## config.mk

```make
export PLATFORM = sky130hd
export DESIGN_NAME = csf_flags
export DESIGN_NICKNAME = d
export VERILOG_FILES = /design/src/logic/csf_pkg.sv /design/src/logic/csf_flags.sv /design/src/logic/csf_cond_eval.sv
export SDC_FILE = /design/constraint.sdc
export NUM_CORES = 1
export LEC_CHECK = 0
export BUFFER_PORTS_ARGS = -buffer_cell sky130_fd_sc_hd__buf_2
export CAP_MARGIN = 10
export CORE_MARGIN = 3
export CORE_UTILIZATION = 35
export CTS_BUF_LIST = sky130_fd_sc_hd__clkbuf_2 sky130_fd_sc_hd__clkbuf_4 sky130_fd_sc_hd__clkbuf_8
export CTS_CLUSTER_SIZE = 20
export DETAILED_ROUTE_END_ITERATION = 8
export GPL_ROUTABILITY_DRIVEN = 0
export PLACE_DENSITY = 0.56
export SYNTH_ARGS = -nofsm -noshare
export SYNTH_HDL_FRONTEND = slang
export SYNTH_SLANG_ARGS = --single-unit
```

## constraint.sdc

```tcl
create_clock -name mclk_i -period 3.8 [get_ports mclk_i]
set_input_delay 1.14 -clock mclk_i [delete_from_list [all_inputs] [get_ports mclk_i]]
set_output_delay 1.14 -clock mclk_i [all_outputs]
set_load 0.01 [all_outputs]
```

## src/logic/csf_pkg.sv

```systemverilog
// package: flag register layout, operation codes and condition codes for the status flag block
package csf_pkg;
    localparam logic [7:0] CSF_FLAGS_ADDR = 8'hFC;
    localparam logic [7:0] CSF_FLAGS_RESET = 8'h00;
    // bit positions, from bit 7 down
    localparam int CSF_BIT_C = 7;
    localparam int CSF_BIT_Z = 6;
    localparam int CSF_BIT_S = 5;
    localparam int CSF_BIT_V = 4;
    localparam int CSF_BIT_D = 3;
    localparam int CSF_BIT_H = 2;
    localparam int CSF_BIT_U2 = 1;
    localparam int CSF_BIT_U1 = 0;
    localparam int CSF_CC_LSB = 4;
    localparam int CSF_CC_MSB = 7;
    localparam logic [7:0] CSF_ZERO = 8'h00;
    localparam logic [3:0] CSF_BCD_LIMIT = 4'h9;
    localparam logic [7:0] CSF_BCD_LO = 8'h06;
    localparam logic [7:0] CSF_BCD_HI = 8'h60;
    localparam logic [7:0] CSF_BCD_HI_LIMIT = 8'h99;

    typedef enum logic [3:0] {
        CSF_OP_NONE = 4'h0,
        CSF_OP_ADD = 4'h1,
        CSF_OP_ADC = 4'h2,
        CSF_OP_SUB = 4'h3,
        CSF_OP_SBC = 4'h4,
        CSF_OP_LOGIC = 4'h5,
        CSF_OP_BITTEST = 4'h6,
        CSF_OP_SHIFT = 4'h7,
        CSF_OP_SCF = 4'h8,
        CSF_OP_RCF = 4'h9,
        CSF_OP_CCF = 4'hA,
        CSF_OP_WDT = 4'hB,
        CSF_OP_INTERRUPT_RETURN_INSTR = 4'hC,
        CSF_OP_DADJ = 4'hD,
        CSF_OP_WRITE = 4'hE,
        CSF_OP_INCDEC = 4'hF
    } csf_op_t;

    typedef enum logic [3:0] {
        CSF_CC_NEVER = 4'b0000,
        CSF_CC_SLT = 4'b0001,
        CSF_CC_SLE = 4'b0010,
        CSF_CC_ULE = 4'b0011,
        CSF_CC_OVF = 4'b0100,
        CSF_CC_NEG = 4'b0101,
        CSF_CC_ZER = 4'b0110,
        CSF_CC_CAR = 4'b0111,
        CSF_CC_ALWAYS = 4'b1000,
        CSF_CC_SGE = 4'b1001,
        CSF_CC_SGT = 4'b1010,
        CSF_CC_UGT = 4'b1011,
        CSF_CC_NOVF = 4'b1100,
        CSF_CC_POS = 4'b1101,
        CSF_CC_NZER = 4'b1110,
        CSF_CC_NCAR = 4'b1111
    } csf_cc_t;

    // operation request from the sequencer
    typedef struct packed {
        logic valid;
        csf_op_t op;
        logic [7:0] dst;
        logic [7:0] src;
        logic [7:0] res;
        logic shout;
        logic [7:0] data;
    } csf_req_t;

    typedef struct packed {
        logic [7:0] flags;
        logic [7:0] adj;
        logic taken;
    } csf_state_t;
endpackage

```

## src/logic/csf_flags.sv

```systemverilog
// status flag register, flag generation and conditional branch decision
`timescale 1ns/10ps
// Summary of operation
// - six status bits in flag register at FCh, updated by instruction side effects
// - user bits change only on explicit writes and interrupt return and cannot be jump conditions
// - watchdog refresh sets zero, clears sign and overflow
// - arithmetic carry is carry or borrow out of bit 7
// - rotate and shift put the last bit shifted out into carry
// - dedicated operations set, clear or invert carry
// - interrupt return reloads all flags from the popped image
// - arithmetic and logic zero flag marks a zero result
// - bit test zero flag marks a masked result of 00h
// - rotate and shift zero flag marks a result of 00h
// - sign flag copies bit 7 of the result
// - overflow marks a signed result outside -128 to 127
// - logical operations clear overflow
// - decimal flag set after subtraction, cleared after addition
// - half carry marks carry or borrow at bit 3
// - decimal adjust uses half carry and decimal flag to correct into BCD
// - only carry, overflow, zero, sign feed condition evaluation
// - condition selector is opcode bits 4 to 7
// - basic condition codes: never, always, carry, zero, sign, overflow pairs
// - signed compare codes built from S xor V and zero
// - unsigned compare codes built from carry and zero
module csf_flags (
    input wire logic mclk_i,
    input wire logic rstn_i,
    input wire csf_pkg::csf_req_t req_i,
    input wire logic [7:0] opcode_i,
    input wire logic [7:0] reg_addr_i,
    input wire logic reg_wr_i,
    input wire logic [7:0] reg_wdata_i,
    output logic [7:0] reg_rdata_o,
    output logic [7:0] flags_o,
    output logic [7:0] adj_result_o,
    output logic taken_o
);
    csf_pkg::csf_state_t st;
    csf_pkg::csf_state_t next_st;

    logic fc, fz, fs, fv, fd, fh;
    logic [8:0] sum9;
    logic [4:0] sum5;
    logic cin;
    logic is_sub;
    logic decide;
    logic [7:0] corr;
    logic [7:0] adj_val;
    logic adj_c;

    assign fc = st.flags[csf_pkg::CSF_BIT_C];
    assign fz = st.flags[csf_pkg::CSF_BIT_Z];
    assign fs = st.flags[csf_pkg::CSF_BIT_S];
    assign fv = st.flags[csf_pkg::CSF_BIT_V];
    assign fd = st.flags[csf_pkg::CSF_BIT_D];
    assign fh = st.flags[csf_pkg::CSF_BIT_H];

    // recompute carries from the operands so bit 7 and bit 3 carries are exact
    always_comb begin
        is_sub = (req_i.op == csf_pkg::CSF_OP_SUB) || (req_i.op == csf_pkg::CSF_OP_SBC);
        cin = ((req_i.op == csf_pkg::CSF_OP_ADC) || (req_i.op == csf_pkg::CSF_OP_SBC)) & fc;
        if (is_sub) begin
            sum9 = {1'b0, req_i.dst} - {1'b0, req_i.src} - {8'h00, cin};
            sum5 = {1'b0, req_i.dst[3:0]} - {1'b0, req_i.src[3:0]} - {4'h0, cin};
        end else begin
            sum9 = {1'b0, req_i.dst} + {1'b0, req_i.src} + {8'h00, cin};
            sum5 = {1'b0, req_i.dst[3:0]} + {1'b0, req_i.src[3:0]} + {4'h0, cin};
        end
    end

    // decimal correction: direction from D, low nibble from H, high from C
    always_comb begin
        corr = csf_pkg::CSF_ZERO;
        adj_c = fc;
        if (fh || (!fd && (req_i.dst[3:0] > csf_pkg::CSF_BCD_LIMIT))) begin
            corr = corr | csf_pkg::CSF_BCD_LO;
        end
        if (fc || (!fd && (req_i.dst > csf_pkg::CSF_BCD_HI_LIMIT))) begin
            corr = corr | csf_pkg::CSF_BCD_HI;
            adj_c = 1'b1;
        end
        adj_val = fd ? (req_i.dst - corr) : (req_i.dst + corr);
    end

    // one update per request; last write is kept when no flag-affecting op runs
    always_comb begin
        next_st = st;
        if (req_i.valid) begin
            unique case (req_i.op)
                csf_pkg::CSF_OP_ADD, csf_pkg::CSF_OP_ADC,
                csf_pkg::CSF_OP_SUB, csf_pkg::CSF_OP_SBC: begin
                    next_st.flags[csf_pkg::CSF_BIT_C] = sum9[8];
                    next_st.flags[csf_pkg::CSF_BIT_Z] = (sum9[7:0] == csf_pkg::CSF_ZERO);
                    next_st.flags[csf_pkg::CSF_BIT_S] = sum9[7];
                    // signed range exceeded when the sign of the result is impossible
                    next_st.flags[csf_pkg::CSF_BIT_V] = is_sub ?
                        ((req_i.dst[7] ^ req_i.src[7]) & (req_i.dst[7] ^ sum9[7])) :
                        (~(req_i.dst[7] ^ req_i.src[7]) & (req_i.dst[7] ^ sum9[7]));
                    next_st.flags[csf_pkg::CSF_BIT_D] = is_sub;
                    next_st.flags[csf_pkg::CSF_BIT_H] = sum5[4];
                end
                csf_pkg::CSF_OP_INCDEC: begin
                    // increment and decrement leave carry, half and decimal alone
                    next_st.flags[csf_pkg::CSF_BIT_Z] = (req_i.res == csf_pkg::CSF_ZERO);
                    next_st.flags[csf_pkg::CSF_BIT_S] = req_i.res[7];
                    // only 7Fh up or 80h down flips the sign by leaving the signed range
                    next_st.flags[csf_pkg::CSF_BIT_V] = (req_i.dst[7] ^ req_i.res[7]) &
                        (req_i.dst[7] ^ req_i.dst[6]);
                end
                csf_pkg::CSF_OP_LOGIC: begin
                    next_st.flags[csf_pkg::CSF_BIT_Z] = (req_i.res == csf_pkg::CSF_ZERO);
                    next_st.flags[csf_pkg::CSF_BIT_S] = req_i.res[7];
                    next_st.flags[csf_pkg::CSF_BIT_V] = 1'b0;
                end
                csf_pkg::CSF_OP_BITTEST: begin
                    next_st.flags[csf_pkg::CSF_BIT_Z] = (req_i.res == csf_pkg::CSF_ZERO);
                    next_st.flags[csf_pkg::CSF_BIT_S] = req_i.res[7];
                    next_st.flags[csf_pkg::CSF_BIT_V] = 1'b0;
                end
                csf_pkg::CSF_OP_SHIFT: begin
                    next_st.flags[csf_pkg::CSF_BIT_C] = req_i.shout;
                    next_st.flags[csf_pkg::CSF_BIT_Z] = (req_i.res == csf_pkg::CSF_ZERO);
                    next_st.flags[csf_pkg::CSF_BIT_S] = req_i.res[7];
                    // a sign change during the shift means the signed value left range
                    next_st.flags[csf_pkg::CSF_BIT_V] = req_i.dst[7] ^ req_i.res[7];
                end
                csf_pkg::CSF_OP_SCF: next_st.flags[csf_pkg::CSF_BIT_C] = 1'b1;
                csf_pkg::CSF_OP_RCF: next_st.flags[csf_pkg::CSF_BIT_C] = 1'b0;
                csf_pkg::CSF_OP_CCF: next_st.flags[csf_pkg::CSF_BIT_C] = ~fc;
                csf_pkg::CSF_OP_WDT: begin
                    next_st.flags[csf_pkg::CSF_BIT_Z] = 1'b1;
                    next_st.flags[csf_pkg::CSF_BIT_S] = 1'b0;
                    next_st.flags[csf_pkg::CSF_BIT_V] = 1'b0;
                end
                csf_pkg::CSF_OP_INTERRUPT_RETURN_INSTR: begin
                    // whole image comes back, user bits included, as the stack held them
                    next_st.flags = req_i.data;
                end
                csf_pkg::CSF_OP_DADJ: begin
                    next_st.adj = adj_val;
                    next_st.flags[csf_pkg::CSF_BIT_C] = adj_c;
                    next_st.flags[csf_pkg::CSF_BIT_Z] = (adj_val == csf_pkg::CSF_ZERO);
                    next_st.flags[csf_pkg::CSF_BIT_S] = adj_val[7];
                end
                csf_pkg::CSF_OP_WRITE: next_st.flags = req_i.data;
                csf_pkg::CSF_OP_NONE: next_st = st;
            endcase
        end
        // register file write at FCh; overrides any flag update from a request in the same cycle
        if (reg_wr_i && (reg_addr_i == csf_pkg::CSF_FLAGS_ADDR)) begin
            next_st.flags = reg_wdata_i;
        end
        next_st.taken = decide;
    end

    // condition field is opcode bits 7..4
    csf_cond_eval u_cond (
        .cc_i(opcode_i[csf_pkg::CSF_CC_MSB:csf_pkg::CSF_CC_LSB]),
        .c_i(fc),
        .z_i(fz),
        .s_i(fs),
        .v_i(fv),
        .taken_o(decide)
    );

    // state register
    always_ff @(posedge mclk_i or negedge rstn_i) begin
        if (!rstn_i) begin
            st <= '{flags: csf_pkg::CSF_FLAGS_RESET, adj: csf_pkg::CSF_ZERO, taken: 1'b0};
        end else begin
            st <= next_st;
        end
    end

    // unmapped addresses read zero
    assign reg_rdata_o = (reg_addr_i == csf_pkg::CSF_FLAGS_ADDR) ? st.flags : csf_pkg::CSF_ZERO;
    assign flags_o = st.flags;
    assign adj_result_o = st.adj;
    assign taken_o = st.taken;

    // sign-extended sum kept apart from the flag path, so the overflow check is independent
    logic [8:0] ssum;
    assign ssum = {req_i.dst[7], req_i.dst} + {req_i.src[7], req_i.src};

    // checks look one cycle after a request; a register write beside it would override all

    // refresh side effect
    a_wdt_forces_zs: assert property (@(posedge mclk_i) disable iff (!rstn_i)
        req_i.valid && req_i.op == csf_pkg::CSF_OP_WDT && !reg_wr_i |=>
        fz && !fs && !fv)
        else $error("refresh flag effect wrong");

    // carry from arithmetic, shifts and the dedicated carry operations
    a_arith_carry_out: assert property (@(posedge mclk_i) disable iff (!rstn_i)
        req_i.valid && req_i.op == csf_pkg::CSF_OP_ADD && !reg_wr_i |=>
        fc == ({1'b0, $past(req_i.dst)} + {1'b0, $past(req_i.src)} > 9'h0FF))
        else $error("add carry wrong");
    a_sub_borrow_out: assert property (@(posedge mclk_i) disable iff (!rstn_i)
        req_i.valid && req_i.op == csf_pkg::CSF_OP_SUB && !reg_wr_i |=>
        fc == ($past(req_i.src) > $past(req_i.dst)))
        else $error("subtract borrow wrong");
    a_shift_carry_out: assert property (@(posedge mclk_i) disable iff (!rstn_i)
        req_i.valid && req_i.op == csf_pkg::CSF_OP_SHIFT && !reg_wr_i |=>
        fc == $past(req_i.shout))
        else $error("shift carry wrong");
    a_scf_sets: assert property (@(posedge mclk_i) disable iff (!rstn_i)
        req_i.valid && req_i.op == csf_pkg::CSF_OP_SCF && !reg_wr_i |=>
        fc)
        else $error("carry not set");
    a_rcf_clears: assert property (@(posedge mclk_i) disable iff (!rstn_i)
        req_i.valid && req_i.op == csf_pkg::CSF_OP_RCF && !reg_wr_i |=>
        !fc)
        else $error("carry not cleared");
    a_ccf_inverts: assert property (@(posedge mclk_i) disable iff (!rstn_i)
        req_i.valid && req_i.op == csf_pkg::CSF_OP_CCF && !reg_wr_i |=>
        fc != $past(fc))
        else $error("carry not inverted");

    // whole-image loads
    a_interrupt_return_instr_reload: assert property (@(posedge mclk_i) disable iff (!rstn_i)
        req_i.valid && req_i.op == csf_pkg::CSF_OP_INTERRUPT_RETURN_INSTR && !reg_wr_i |=>
        flags_o == $past(req_i.data))
        else $error("flags not reloaded");
    a_write_loads: assert property (@(posedge mclk_i) disable iff (!rstn_i)
        reg_wr_i && reg_addr_i == csf_pkg::CSF_FLAGS_ADDR |=>
        flags_o == $past(reg_wdata_i))
        else $error("register write lost");

    // zero and sign
    a_sub_zero_flag: assert property (@(posedge mclk_i) disable iff (!rstn_i)
        req_i.valid && req_i.op == csf_pkg::CSF_OP_SUB && !reg_wr_i |=>
        fz == ($past(req_i.dst) == $past(req_i.src)))
        else $error("subtract zero flag wrong");
    a_test_zero_flag: assert property (@(posedge mclk_i) disable iff (!rstn_i)
        req_i.valid && req_i.op == csf_pkg::CSF_OP_BITTEST && !reg_wr_i |=>
        fz == ($past(req_i.res) == csf_pkg::CSF_ZERO))
        else $error("bit test zero flag wrong");
    a_shift_zero_flag: assert property (@(posedge mclk_i) disable iff (!rstn_i)
        req_i.valid && req_i.op == csf_pkg::CSF_OP_SHIFT && !reg_wr_i |=>
        fz == ($past(req_i.res) == csf_pkg::CSF_ZERO))
        else $error("shift zero flag wrong");
    a_logic_sign_bit: assert property (@(posedge mclk_i) disable iff (!rstn_i)
        req_i.valid && req_i.op == csf_pkg::CSF_OP_LOGIC && !reg_wr_i |=>
        fs == $past(req_i.res[7]))
        else $error("logic sign flag wrong");

    // overflow
    a_add_overflow: assert property (@(posedge mclk_i) disable iff (!rstn_i)
        req_i.valid && req_i.op == csf_pkg::CSF_OP_ADD && !reg_wr_i |=>
        fv == $past(ssum[8] ^ ssum[7]))
        else $error("add overflow wrong");
    a_logic_zero_v: assert property (@(posedge mclk_i) disable iff (!rstn_i)
        req_i.valid && req_i.op == csf_pkg::CSF_OP_LOGIC && !reg_wr_i |=>
        !fv && fz == ($past(req_i.res) == csf_pkg::CSF_ZERO))
        else $error("logic flags wrong");

    // decimal and half carry
    a_sub_sets_d: assert property (@(posedge mclk_i) disable iff (!rstn_i)
        req_i.valid && req_i.op == csf_pkg::CSF_OP_SUB && !reg_wr_i |=>
        fd)
        else $error("decimal flag not set");
    a_add_clears_d: assert property (@(posedge mclk_i) disable iff (!rstn_i)
        req_i.valid && req_i.op == csf_pkg::CSF_OP_ADD && !reg_wr_i |=>
        !fd)
        else $error("decimal flag not cleared");
    a_add_half_carry: assert property (@(posedge mclk_i) disable iff (!rstn_i)
        req_i.valid && req_i.op == csf_pkg::CSF_OP_ADD && !reg_wr_i |=>
        fh == ({1'b0, $past(req_i.dst[3:0])} + {1'b0, $past(req_i.src[3:0])} > 5'h0F))
        else $error("half carry wrong");
    // a value that is already decimal after an addition needs no correction
    a_dadj_keeps_bcd: assert property (@(posedge mclk_i) disable iff (!rstn_i)
        req_i.valid && req_i.op == csf_pkg::CSF_OP_DADJ && !reg_wr_i && !fd && !fh && !fc &&
        req_i.dst[3:0] <= csf_pkg::CSF_BCD_LIMIT && req_i.dst <= csf_pkg::CSF_BCD_HI_LIMIT |=>
        adj_result_o == $past(req_i.dst))
        else $error("decimal adjust changed a decimal value");

    // user bits and condition decode
    a_user_bits_hold: assert property (@(posedge mclk_i) disable iff (!rstn_i)
        !reg_wr_i && !(req_i.valid && (req_i.op == csf_pkg::CSF_OP_WRITE ||
        req_i.op == csf_pkg::CSF_OP_INTERRUPT_RETURN_INSTR)) |=> $stable(flags_o[1:0]))
        else $error("user bits changed");
    a_never_taken: assert property (@(posedge mclk_i) disable iff (!rstn_i)
        opcode_i[7:4] == 4'h0 |=>
        !taken_o)
        else $error("never code taken");
    a_always_taken: assert property (@(posedge mclk_i) disable iff (!rstn_i)
        opcode_i[7:4] == 4'h8 |=>
        taken_o)
        else $error("always code not taken");
    a_slt_decode: assert property (@(posedge mclk_i) disable iff (!rstn_i)
        opcode_i[7:4] == 4'h1 |=>
        taken_o == $past(fs ^ fv))
        else $error("signed below wrong");
    a_ugt_decode: assert property (@(posedge mclk_i) disable iff (!rstn_i)
        opcode_i[7:4] == 4'hB |=>
        taken_o == $past(!fc && !fz))
        else $error("unsigned above wrong");

    // main scenarios
    c_wdt_op: cover property (@(posedge mclk_i) req_i.valid && req_i.op == csf_pkg::CSF_OP_WDT);
    c_interrupt_return_instr_op: cover property (@(posedge mclk_i) req_i.valid && req_i.op == csf_pkg::CSF_OP_INTERRUPT_RETURN_INSTR);
    c_dadj_op: cover property (@(posedge mclk_i) req_i.valid && req_i.op == csf_pkg::CSF_OP_DADJ);
    c_shift_op: cover property (@(posedge mclk_i) req_i.valid && req_i.op == csf_pkg::CSF_OP_SHIFT);
    c_taken: cover property (@(posedge mclk_i) taken_o);
endmodule

```

## src/logic/csf_cond_eval.sv

```systemverilog
// condition code decoder: flag functions selected by a 4-bit field
`timescale 1ns/10ps
module csf_cond_eval (
    input wire logic [3:0] cc_i,
    input wire logic c_i,
    input wire logic z_i,
    input wire logic s_i,
    input wire logic v_i,
    output logic taken_o
);
    logic sxv;
    assign sxv = s_i ^ v_i;

    // only c, z, s and v are inputs, so half-carry and decimal flags cannot be tested
    always_comb begin
        unique case (csf_pkg::csf_cc_t'(cc_i))
            csf_pkg::CSF_CC_NEVER: taken_o = 1'b0;
            csf_pkg::CSF_CC_ALWAYS: taken_o = 1'b1;
            csf_pkg::CSF_CC_CAR: taken_o = c_i;
            csf_pkg::CSF_CC_NCAR: taken_o = ~c_i;
            csf_pkg::CSF_CC_ZER: taken_o = z_i;
            csf_pkg::CSF_CC_NZER: taken_o = ~z_i;
            csf_pkg::CSF_CC_POS: taken_o = ~s_i;
            csf_pkg::CSF_CC_NEG: taken_o = s_i;
            csf_pkg::CSF_CC_OVF: taken_o = v_i;
            csf_pkg::CSF_CC_NOVF: taken_o = ~v_i;
            csf_pkg::CSF_CC_SGE: taken_o = ~sxv;
            csf_pkg::CSF_CC_SLT: taken_o = sxv;
            csf_pkg::CSF_CC_SGT: taken_o = ~(z_i | sxv);
            csf_pkg::CSF_CC_SLE: taken_o = z_i | sxv;
            csf_pkg::CSF_CC_UGT: taken_o = ~c_i & ~z_i;
            csf_pkg::CSF_CC_ULE: taken_o = c_i | z_i;
        endcase
    end
endmodule

```

==> metrics.cfg, run 1 <==
[synth]
dominantRegCellSynth = sky130_fd_sc_hd__dfrtp_1
synth_top_family_by_area = simple AND/OR/NAND/NOR gates
ys_ff_latch = 17
synthArstFlopShare_pct = 100
yosys.area_share.adder_pct = 18.3
proportion_of_synthesized_chip_area_in_sequential_cells_pct = 16.2
post_syn_area_sq_mm = 0.00262
ys_top_cells_by_area = sky130_fd_sc_hd__dfrtp_1, sky130_fd_sc_hd__ha_1, sky130_fd_sc_hd__xnor2_1
synthDistinctLibCells = 63
synth.yosys.warnings = 0
synthDominantAreaCellType = sky130_fd_sc_hd__dfrtp_1
syn_inst = 337
yosys.area_share.simple_pct = 22.1
synth_area_in_compound_gates_pct = 21.9
synth_top_area_share_pct = 16.2
synth_common_cells = sky130_fd_sc_hd__ha_1, sky130_fd_sc_hd__nand2_1, sky130_fd_sc_hd__inv_1
synth_edf_count = 0
post_synth_xor_area_fraction_pct = 8.02
synthMuxAreaShare_pct = 5.25
syn_nets = 438
syn-mean-instance-area_sq_um = 7.78

[routing]
detail_route.vias_per_cell = 5.04
ant_nets = 0
drt_drc_violations_left = 0
drt_pass1_iterations = 6
dr_total_vias = 2707
wire_per_inst_microns = 13.7
drt_iter0_markers = 60
total_wire_length_microns = 7360

[pwr]
power.density_mw_per_mm2 = 324
irDropWorstVdd_mv = 0.205
leakage_nw = 1.73

[die]
die_width_microns = 92.5
num_io_pins = 90
core_sq_mm = 0.00702
initial_utilization_pct = 37.3
num_rows = 30
dieArea_sq_mm = 0.00856
chipHeight_microns = 92.5

[global_route]
largest_net_degree_at_the_start_of_global_routing = 19
grt_antenna_before_repair = 0
all_layer_gr_usage_pct = 16.7
grt-ovfl-total = 0
first_pass_grt_wire_length_microns = 11900
vias_in_the_first_global_route = 2566

[cts]
tritoncts.num_buffers = 3
worst_setup_hold_path_clk_slew_ns = 0.06
cts_max_path_buffers = 2
sink_count_of_the_clock_tree = 17
clock_tree.root_cell = sky130_fd_sc_hd__clkbuf_8
tritoncts_clock_tree = done
h_tree_depth_reported_by_cts = 1
insertion_delay_ns = 0.25

[critical_path]
worst-path-max-fanout = 2
slowest_stage = sky130_fd_sc_hd__fa_1
path_buf_inv = 1
cp.required_ns = 3.93
cell_breakdown_of_the_critical_path = buf_6 > xor2_2 > nand3_2 > fa_1 > ha_2 > nor2_4 > fa_2 > a21boi_2 > nor2_2 > xnor2_1 > mux2i_1 > o21ai_1 > mux2_4 > mux2_4
category_of_the_worst_setup_path_capture_point = flop
critical_path.startpoint_type = primary input
timing.critical_path.slowest_cell_delay_ns = 0.56
critPathTopFamily = adder cells
path_depth = 14
critPathKind = in -> reg
worst_path_most_repeated_cell = sky130_fd_sc_hd__mux2_4
depth_of_the_worst_register_to_register_path = 12
timing.critical_path.arrival_ns = 3.90

[finish]
syn2layout_area_growth_pct = 31.3
antenna_diode_count = 0
num-nets-final = 543
share_of_final_layout_standard_cells_stronger_than_drive_strength_1_pct = 34.2
fillerInstances = 736

[timing]
maxSlewHeadroom_pct = 69.8
max_freq_mhz = 265
tightest_slew_ns = 0.452
final_max_slew_viol_count = 0
timing.final.setup_violations = 0
fin_worst_hold_slack_ns = 0.483
post-route-worst-setup-slack_ns = 0.0311
report.final.hold_viol_count = 0
largest_clock_skew_in_the_final_design_ns = 0.00192
totalNegativeSetupSlack_ns = 0
grt_setup_unrepaired = true
final_cycle_utilization_of_the_critical_path_pct = 99.2
final_period_minus_worst_setup_slack_ns = 3.77

[run_status]
outcome = completed

[place]
dp_worst_setup_slack_ns = -0.376
place.port_buffers = 85
dp_hpwl_microns = 6130

[flow_run]
max_capacitance_violation_count = 0

[min_path]
timing.hold.worst.class = reg -> reg
number_of_cells_on_the_worst_hold_path = 2

[what timing repair did]
item / 4_1_cts / 5_1_grt
endpoints found under the setup margin: 4 / 4
buffers inserted: 2 / 3
hold buffers: 0 / 0
endpoints found under the hold margin: 0 / 0
pin swaps: 1 / 10
gates resized for setup: 6 / 9
[flip-flops by register name (all words and copies together) (netlist names)]
register      flops
adj_result_o      8
flags_o           8
taken_o           1
[metal layers]
metal / track usage, % / vias to the layer above / wire length, microns
li1: - / 1395 / -
met1: 22.9 / 1239 / 3320
met2: 28.2 / 67 / 3550
met3: 2.11 / 6 / 411
met4: 3.22 / 0 / 70
met5: 0 / - / 0
[power breakdown]
group	switching, mW	internal, mW	leakage [nW]	total (mW)
clock network	0.0555	0.0814	0.0262	0.137
logic	0.359	0.340	1.50	0.699
registers	0.0422	0.237	0.208	0.280
[cell families after synthesis]
logic type                 Yosys count
and+or+nand+nor                    113
AOI/OAI and AO/OA                   87
buffers and inverters               47
adders and majority gates           36
xor gates and xnor gates            24
DFF                                 17
muxes                               13
[layout by cell type (no fill, tap or decap), types with 3 or more instances in the layout]
master                     netlist  layout
sky130_fd_sc_hd__nand4_1         3       3
sky130_fd_sc_hd__nand2_1        32      32
sky130_fd_sc_hd__and2_1          9       9
sky130_fd_sc_hd__inv_1          28      28
sky130_fd_sc_hd__xnor2_1        15      15
sky130_fd_sc_hd__mux2_2          5       4
sky130_fd_sc_hd__inv_2           3       3
sky130_fd_sc_hd__a31oi_1         6       6
sky130_fd_sc_hd__nand2b_1        4       4
sky130_fd_sc_hd__buf_2           5      83
sky130_fd_sc_hd__nor2b_1         6       6
sky130_fd_sc_hd__a211oi_1        4       4
sky130_fd_sc_hd__ha_1           32      30
sky130_fd_sc_hd__o21ai_0        16      16
sky130_fd_sc_hd__mux2i_1         7       7
sky130_fd_sc_hd__nor4_1          7       6
sky130_fd_sc_hd__a21oi_1        17      17
sky130_fd_sc_hd__buf_4           5      30
sky130_fd_sc_hd__nor2_2          2       3
sky130_fd_sc_hd__nand3_1         8       7
sky130_fd_sc_hd__xor2_1          9       8
sky130_fd_sc_hd__dfrtp_1        17      17
sky130_fd_sc_hd__nor2_1         21      19
sky130_fd_sc_hd__clkbuf_8        0       3
sky130_fd_sc_hd__nor3_1          6       5
sky130_fd_sc_hd__a21o_1          3       3
sky130_fd_sc_hd__fa_1            4       3
sky130_fd_sc_hd__o21ai_1        10      10
[through the flow]
stage          cell area [sq um]  instances  power [mW]  util (%)
2_1_floorplan               2660        337       0.716         -
3_3_place_gp                3280        528       0.945      46.7
3_5_place_dp                3280        528       0.955      46.7
4_1_cts                     3370        534        1.11      48.1
5_1_grt                     3440        537        1.23      49.0
6_report                    3440        537        1.12      49.0
[area by class of cell]
class / count / area [sq um] / share of cell area [%]
Inverter: 32 / 121 / 3.53
Multi-Input combinational cell: 273 / 2060 / 59.9
Clock buffer: 4 / 48.8 / 1.42
Timing Repair Buffer: 115 / 663 / 19.3
Tap cell: 96 / 120 / 3.49
Sequential cell: 17 / 425 / 12.4
[worst paths after layout]
check / to / start / slack, ns
max: flags_o[2]$_DFFE_PN0P_ / req_i[34] / 0.03
min: adj_result_o[1]$_DFFE_PN0P_ / adj_result_o[1]$_DFFE_PN0P_ / 0.48
max reg2reg: flags_o[2]$_DFFE_PN0P_ / flags_o[7]$_DFFE_PN0P_ / 0.82
min reg2reg: adj_result_o[1]$_DFFE_PN0P_ / adj_result_o[1]$_DFFE_PN0P_ / 0.48
max in group asynchronous: flags_o[1]$_DFFE_PN0P_ / rstn_i / 2.73
min in group asynchronous: taken_o$_DFF_PN0_ / rstn_i / 0.80
[worst register-to-register path, cell delays in order, from the launching register on]
cell,delay [ns]
sky130_fd_sc_hd__dfrtp_1,0.39
sky130_fd_sc_hd__nand3_2,0.16
sky130_fd_sc_hd__fa_1,0.56
sky130_fd_sc_hd__ha_2,0.22
sky130_fd_sc_hd__nor2_4,0.05
sky130_fd_sc_hd__fa_2,0.35
sky130_fd_sc_hd__a21boi_2,0.19
sky130_fd_sc_hd__nor2_2,0.07
sky130_fd_sc_hd__xnor2_1,0.12
sky130_fd_sc_hd__mux2i_1,0.15
sky130_fd_sc_hd__o21ai_1,0.08
sky130_fd_sc_hd__mux2_4,0.28
sky130_fd_sc_hd__mux2_4,0.25
No activity file was read; power rests on OpenSTA's default activity.
==> run 2, diff against run 1 <==
--- a/config.mk
+++ b/config.mk
@@ -7,13 +7,15 @@
 export LEC_CHECK = 0
 export BUFFER_PORTS_ARGS = -buffer_cell sky130_fd_sc_hd__buf_2
 export CAP_MARGIN = 10
+export CELL_PAD_IN_SITES_DETAIL_PLACEMENT = 0
+export CELL_PAD_IN_SITES_GLOBAL_PLACEMENT = 1
 export CORE_MARGIN = 3
 export CORE_UTILIZATION = 35
 export CTS_BUF_LIST = sky130_fd_sc_hd__clkbuf_2 sky130_fd_sc_hd__clkbuf_4 sky130_fd_sc_hd__clkbuf_8
 export CTS_CLUSTER_SIZE = 20
 export DETAILED_ROUTE_END_ITERATION = 8
 export GPL_ROUTABILITY_DRIVEN = 0
-export PLACE_DENSITY = 0.56
+export PLACE_DENSITY = 0.83
 export SYNTH_ARGS = -nofsm -noshare
 export SYNTH_HDL_FRONTEND = slang
 export SYNTH_SLANG_ARGS = --single-unit
==> metrics.cfg, run 2 (same netlist as run 1, synthesis figures left out) <==
[run_status]
outcome = complete, but fails checks
violations = setup timing

[critical_path]
cp-endpoint = flags_o[2]$_DFFE_PN0P_
reg2reg_from = flags_o[7]$_DFFE_PN0P_
critical_path.startpoint = req_i[35]
critPathKind = in -> reg
category_of_the_worst_setup_path_capture_point = flop
timing.critical_path.arrival_ns = 3.99  ; +0.09 ns
critical_path.startpoint_type = primary input
cp.required_ns = 3.94  ; about the same
regToRegSetupSlack_ns = 0.73  ; -0.09 ns
r2r_end = flags_o[2]$_DFFE_PN0P_
worst-path-max-fanout = 2  ; unchanged
depth_of_the_worst_register_to_register_path = 12  ; unchanged

[routing]
total_wire_length_microns = 7420  ; +0.88%
wire_per_inst_microns = 14.0  ; +2.2%
detail_route.vias_per_cell = 5.08  ; +0.83%
drt_iter0_markers = 95  ; +58%
drt_drc_violations_left = 0  ; unchanged
drt_pass1_iterations = 4  ; -2
dr_total_vias = 2694  ; -0.48%
ant_nets = 0  ; unchanged

[pwr]
irDropWorstVdd_mv = 0.192  ; -6.3%
leakage_nw = 1.70  ; -1.9%
power.density_mw_per_mm2 = 321  ; -1.0%
report.power.total_mw = 1.10  ; -1.8%

[global_route]
largest_net_degree_at_the_start_of_global_routing = 19  ; unchanged
vias_in_the_first_global_route = 2579  ; +0.51%
first_pass_grt_wire_length_microns = 11900  ; -0.23%
grt_antenna_before_repair = 0  ; unchanged
grt-ovfl-total = 0  ; unchanged
all_layer_gr_usage_pct = 16.6  ; -0.080 points

[die]
chipHeight_microns = 92.5  ; unchanged
num_rows = 30  ; unchanged
die_width_microns = 92.5  ; unchanged
core_sq_mm = 0.00702  ; unchanged
num_io_pins = 90  ; unchanged
dieArea_sq_mm = 0.00856  ; unchanged
initial_utilization_pct = 37.3  ; unchanged

[finish]
fin_cells = 530  ; -1.3%
layout_commonest_cell = sky130_fd_sc_hd__buf_2
layout_common_cells = sky130_fd_sc_hd__buf_2, sky130_fd_sc_hd__nand2_1, sky130_fd_sc_hd__ha_1, sky130_fd_sc_hd__inv_1, sky130_fd_sc_hd__buf_4
num-nets-final = 536  ; -1.3%
syn2layout_area_growth_pct = 30.3
share_of_final_layout_standard_cells_stronger_than_drive_strength_1_pct = 33.9  ; -0.37 points
antenna_diode_count = 0  ; unchanged

[timing]
maxSlewHeadroom_pct = 70.3  ; +0.48 points
timing.final.setup_violations = 1  ; +1
largest_clock_skew_in_the_final_design_ns = 0.00423  ; +0.00230 ns
report.final.hold_viol_count = 0  ; unchanged
max_freq_mhz = 260  ; -1.9%
grt_setup_unrepaired = true
tightest_slew_ns = 0.445  ; -0.00725 ns
final_period_minus_worst_setup_slack_ns = 3.84  ; +0.0746 ns
final_cycle_utilization_of_the_critical_path_pct = 101  ; +2.0 points
final_max_slew_viol_count = 0  ; unchanged
post-route-worst-setup-slack_ns = -0.0435  ; -0.0746 ns
totalNegativeSetupSlack_ns = -0.0435  ; -0.0435 ns
fin_worst_hold_slack_ns = 0.481  ; -0.00153 ns

[place]
dp_hpwl_microns = 6220  ; +1.5%
place_inst = 523  ; -0.95%
place.port_buffers = 85  ; unchanged

[cts]
cts_hold_buf = 0  ; unchanged
insertion_delay_ns = 0.25  ; about the same
tritoncts_clock_tree = done
tritoncts.num_buffers = 3  ; unchanged
worst_setup_hold_path_clk_slew_ns = 0.07  ; about the same
h_tree_depth_reported_by_cts = 1  ; unchanged
clock_tree.root_cell = sky130_fd_sc_hd__clkbuf_8
sink_count_of_the_clock_tree = 17  ; unchanged
cts_max_path_buffers = 2  ; unchanged

[flow_run]
max_capacitance_violation_count = 0  ; unchanged

[min_path]
timing.hold.worst.class = reg -> reg

run 2: changes by cell type in the layout (fill, tap and decap cells not counted), sizes merged:
cell / delta
clkbuf: -1
buf: -7
clkinv: +1
run 2: worst min-delay path by stage:
stage,slack (ns),cells past startpoint,endpoint,start
finish,0.48,2,adj_result_o[1]$_DFFE_PN0P_,adj_result_o[1]$_DFFE_PN0P_
global route,0.52,2,adj_result_o[5]$_DFFE_PN0P_,adj_result_o[5]$_DFFE_PN0P_
CTS,0.49,2,adj_result_o[1]$_DFFE_PN0P_,adj_result_o[1]$_DFFE_PN0P_
detailed placement,0.47,2,adj_result_o[1]$_DFFE_PN0P_,adj_result_o[1]$_DFFE_PN0P_
global placement,0.47,2,adj_result_o[1]$_DFFE_PN0P_,adj_result_o[1]$_DFFE_PN0P_
floorplan,0.52,2,adj_result_o[2]$_DFFE_PN0P_,adj_result_o[2]$_DFFE_PN0P_
run 2: power by group:
group	switching, mW	internal (mW)
Combinational	0.356	0.323
Sequential	0.0437	0.237
Clock	0.0640	0.0728
Total	0.463	0.633
run 2: layer usage:
layer	routed length (microns)	track usage (%)
met4	15	0.743
met2	3530	28.8
met5	0	0
met1	3470	23.0
met3	415	2.36
run 2: layout make-up:
type                            instances  area (sq um)
Timing Repair Buffer                  108           618
Clock buffer                            3          41.3
Clock inverter                          1          5.00
Inverter                               32           121
Multi-Input combinational cell        273          2080
Sequential cell                        17           425
Tap cell                               96           120
Fill cell                             723          3600
run 2: metrics by stage:
stage | cell area (sq um) | utilization (%) | worst slack [ns]
after floorplan | 2660 | - | -0.101
after global placement | 3240 | 46.2 | -0.351
after detailed placement | 3240 | 46.2 | -0.410
after CTS | 3310 | 47.1 | 0.00367
after global routing | 3410 | 48.6 | -0.188
final | 3410 | 48.6 | -0.0435
run 2: what timing repair did:
action,in CTS,in global routing
gates resized for setup,3,19
endpoints found under the setup margin,2,4
cloned,0,0
hold endpoints to repair,0,0
setup buffers,0,3
pin swaps,3,17
run 2: worst max-delay path, cell delays in order:
cell and delay, ns:
sky130_fd_sc_hd__buf_8 0.11, sky130_fd_sc_hd__xor2_4 0.19, sky130_fd_sc_hd__nand3_4 0.12, sky130_fd_sc_hd__fa_1 0.61, sky130_fd_sc_hd__ha_2 0.23, sky130_fd_sc_hd__nor2_4 0.04, sky130_fd_sc_hd__fa_2 0.38, sky130_fd_sc_hd__a21boi_2 0.21
sky130_fd_sc_hd__nor2_2 0.08, sky130_fd_sc_hd__xnor2_1 0.13, sky130_fd_sc_hd__mux2i_1 0.14, sky130_fd_sc_hd__o21ai_1 0.08, sky130_fd_sc_hd__mux2_4 0.27, sky130_fd_sc_hd__mux2_4 0.25
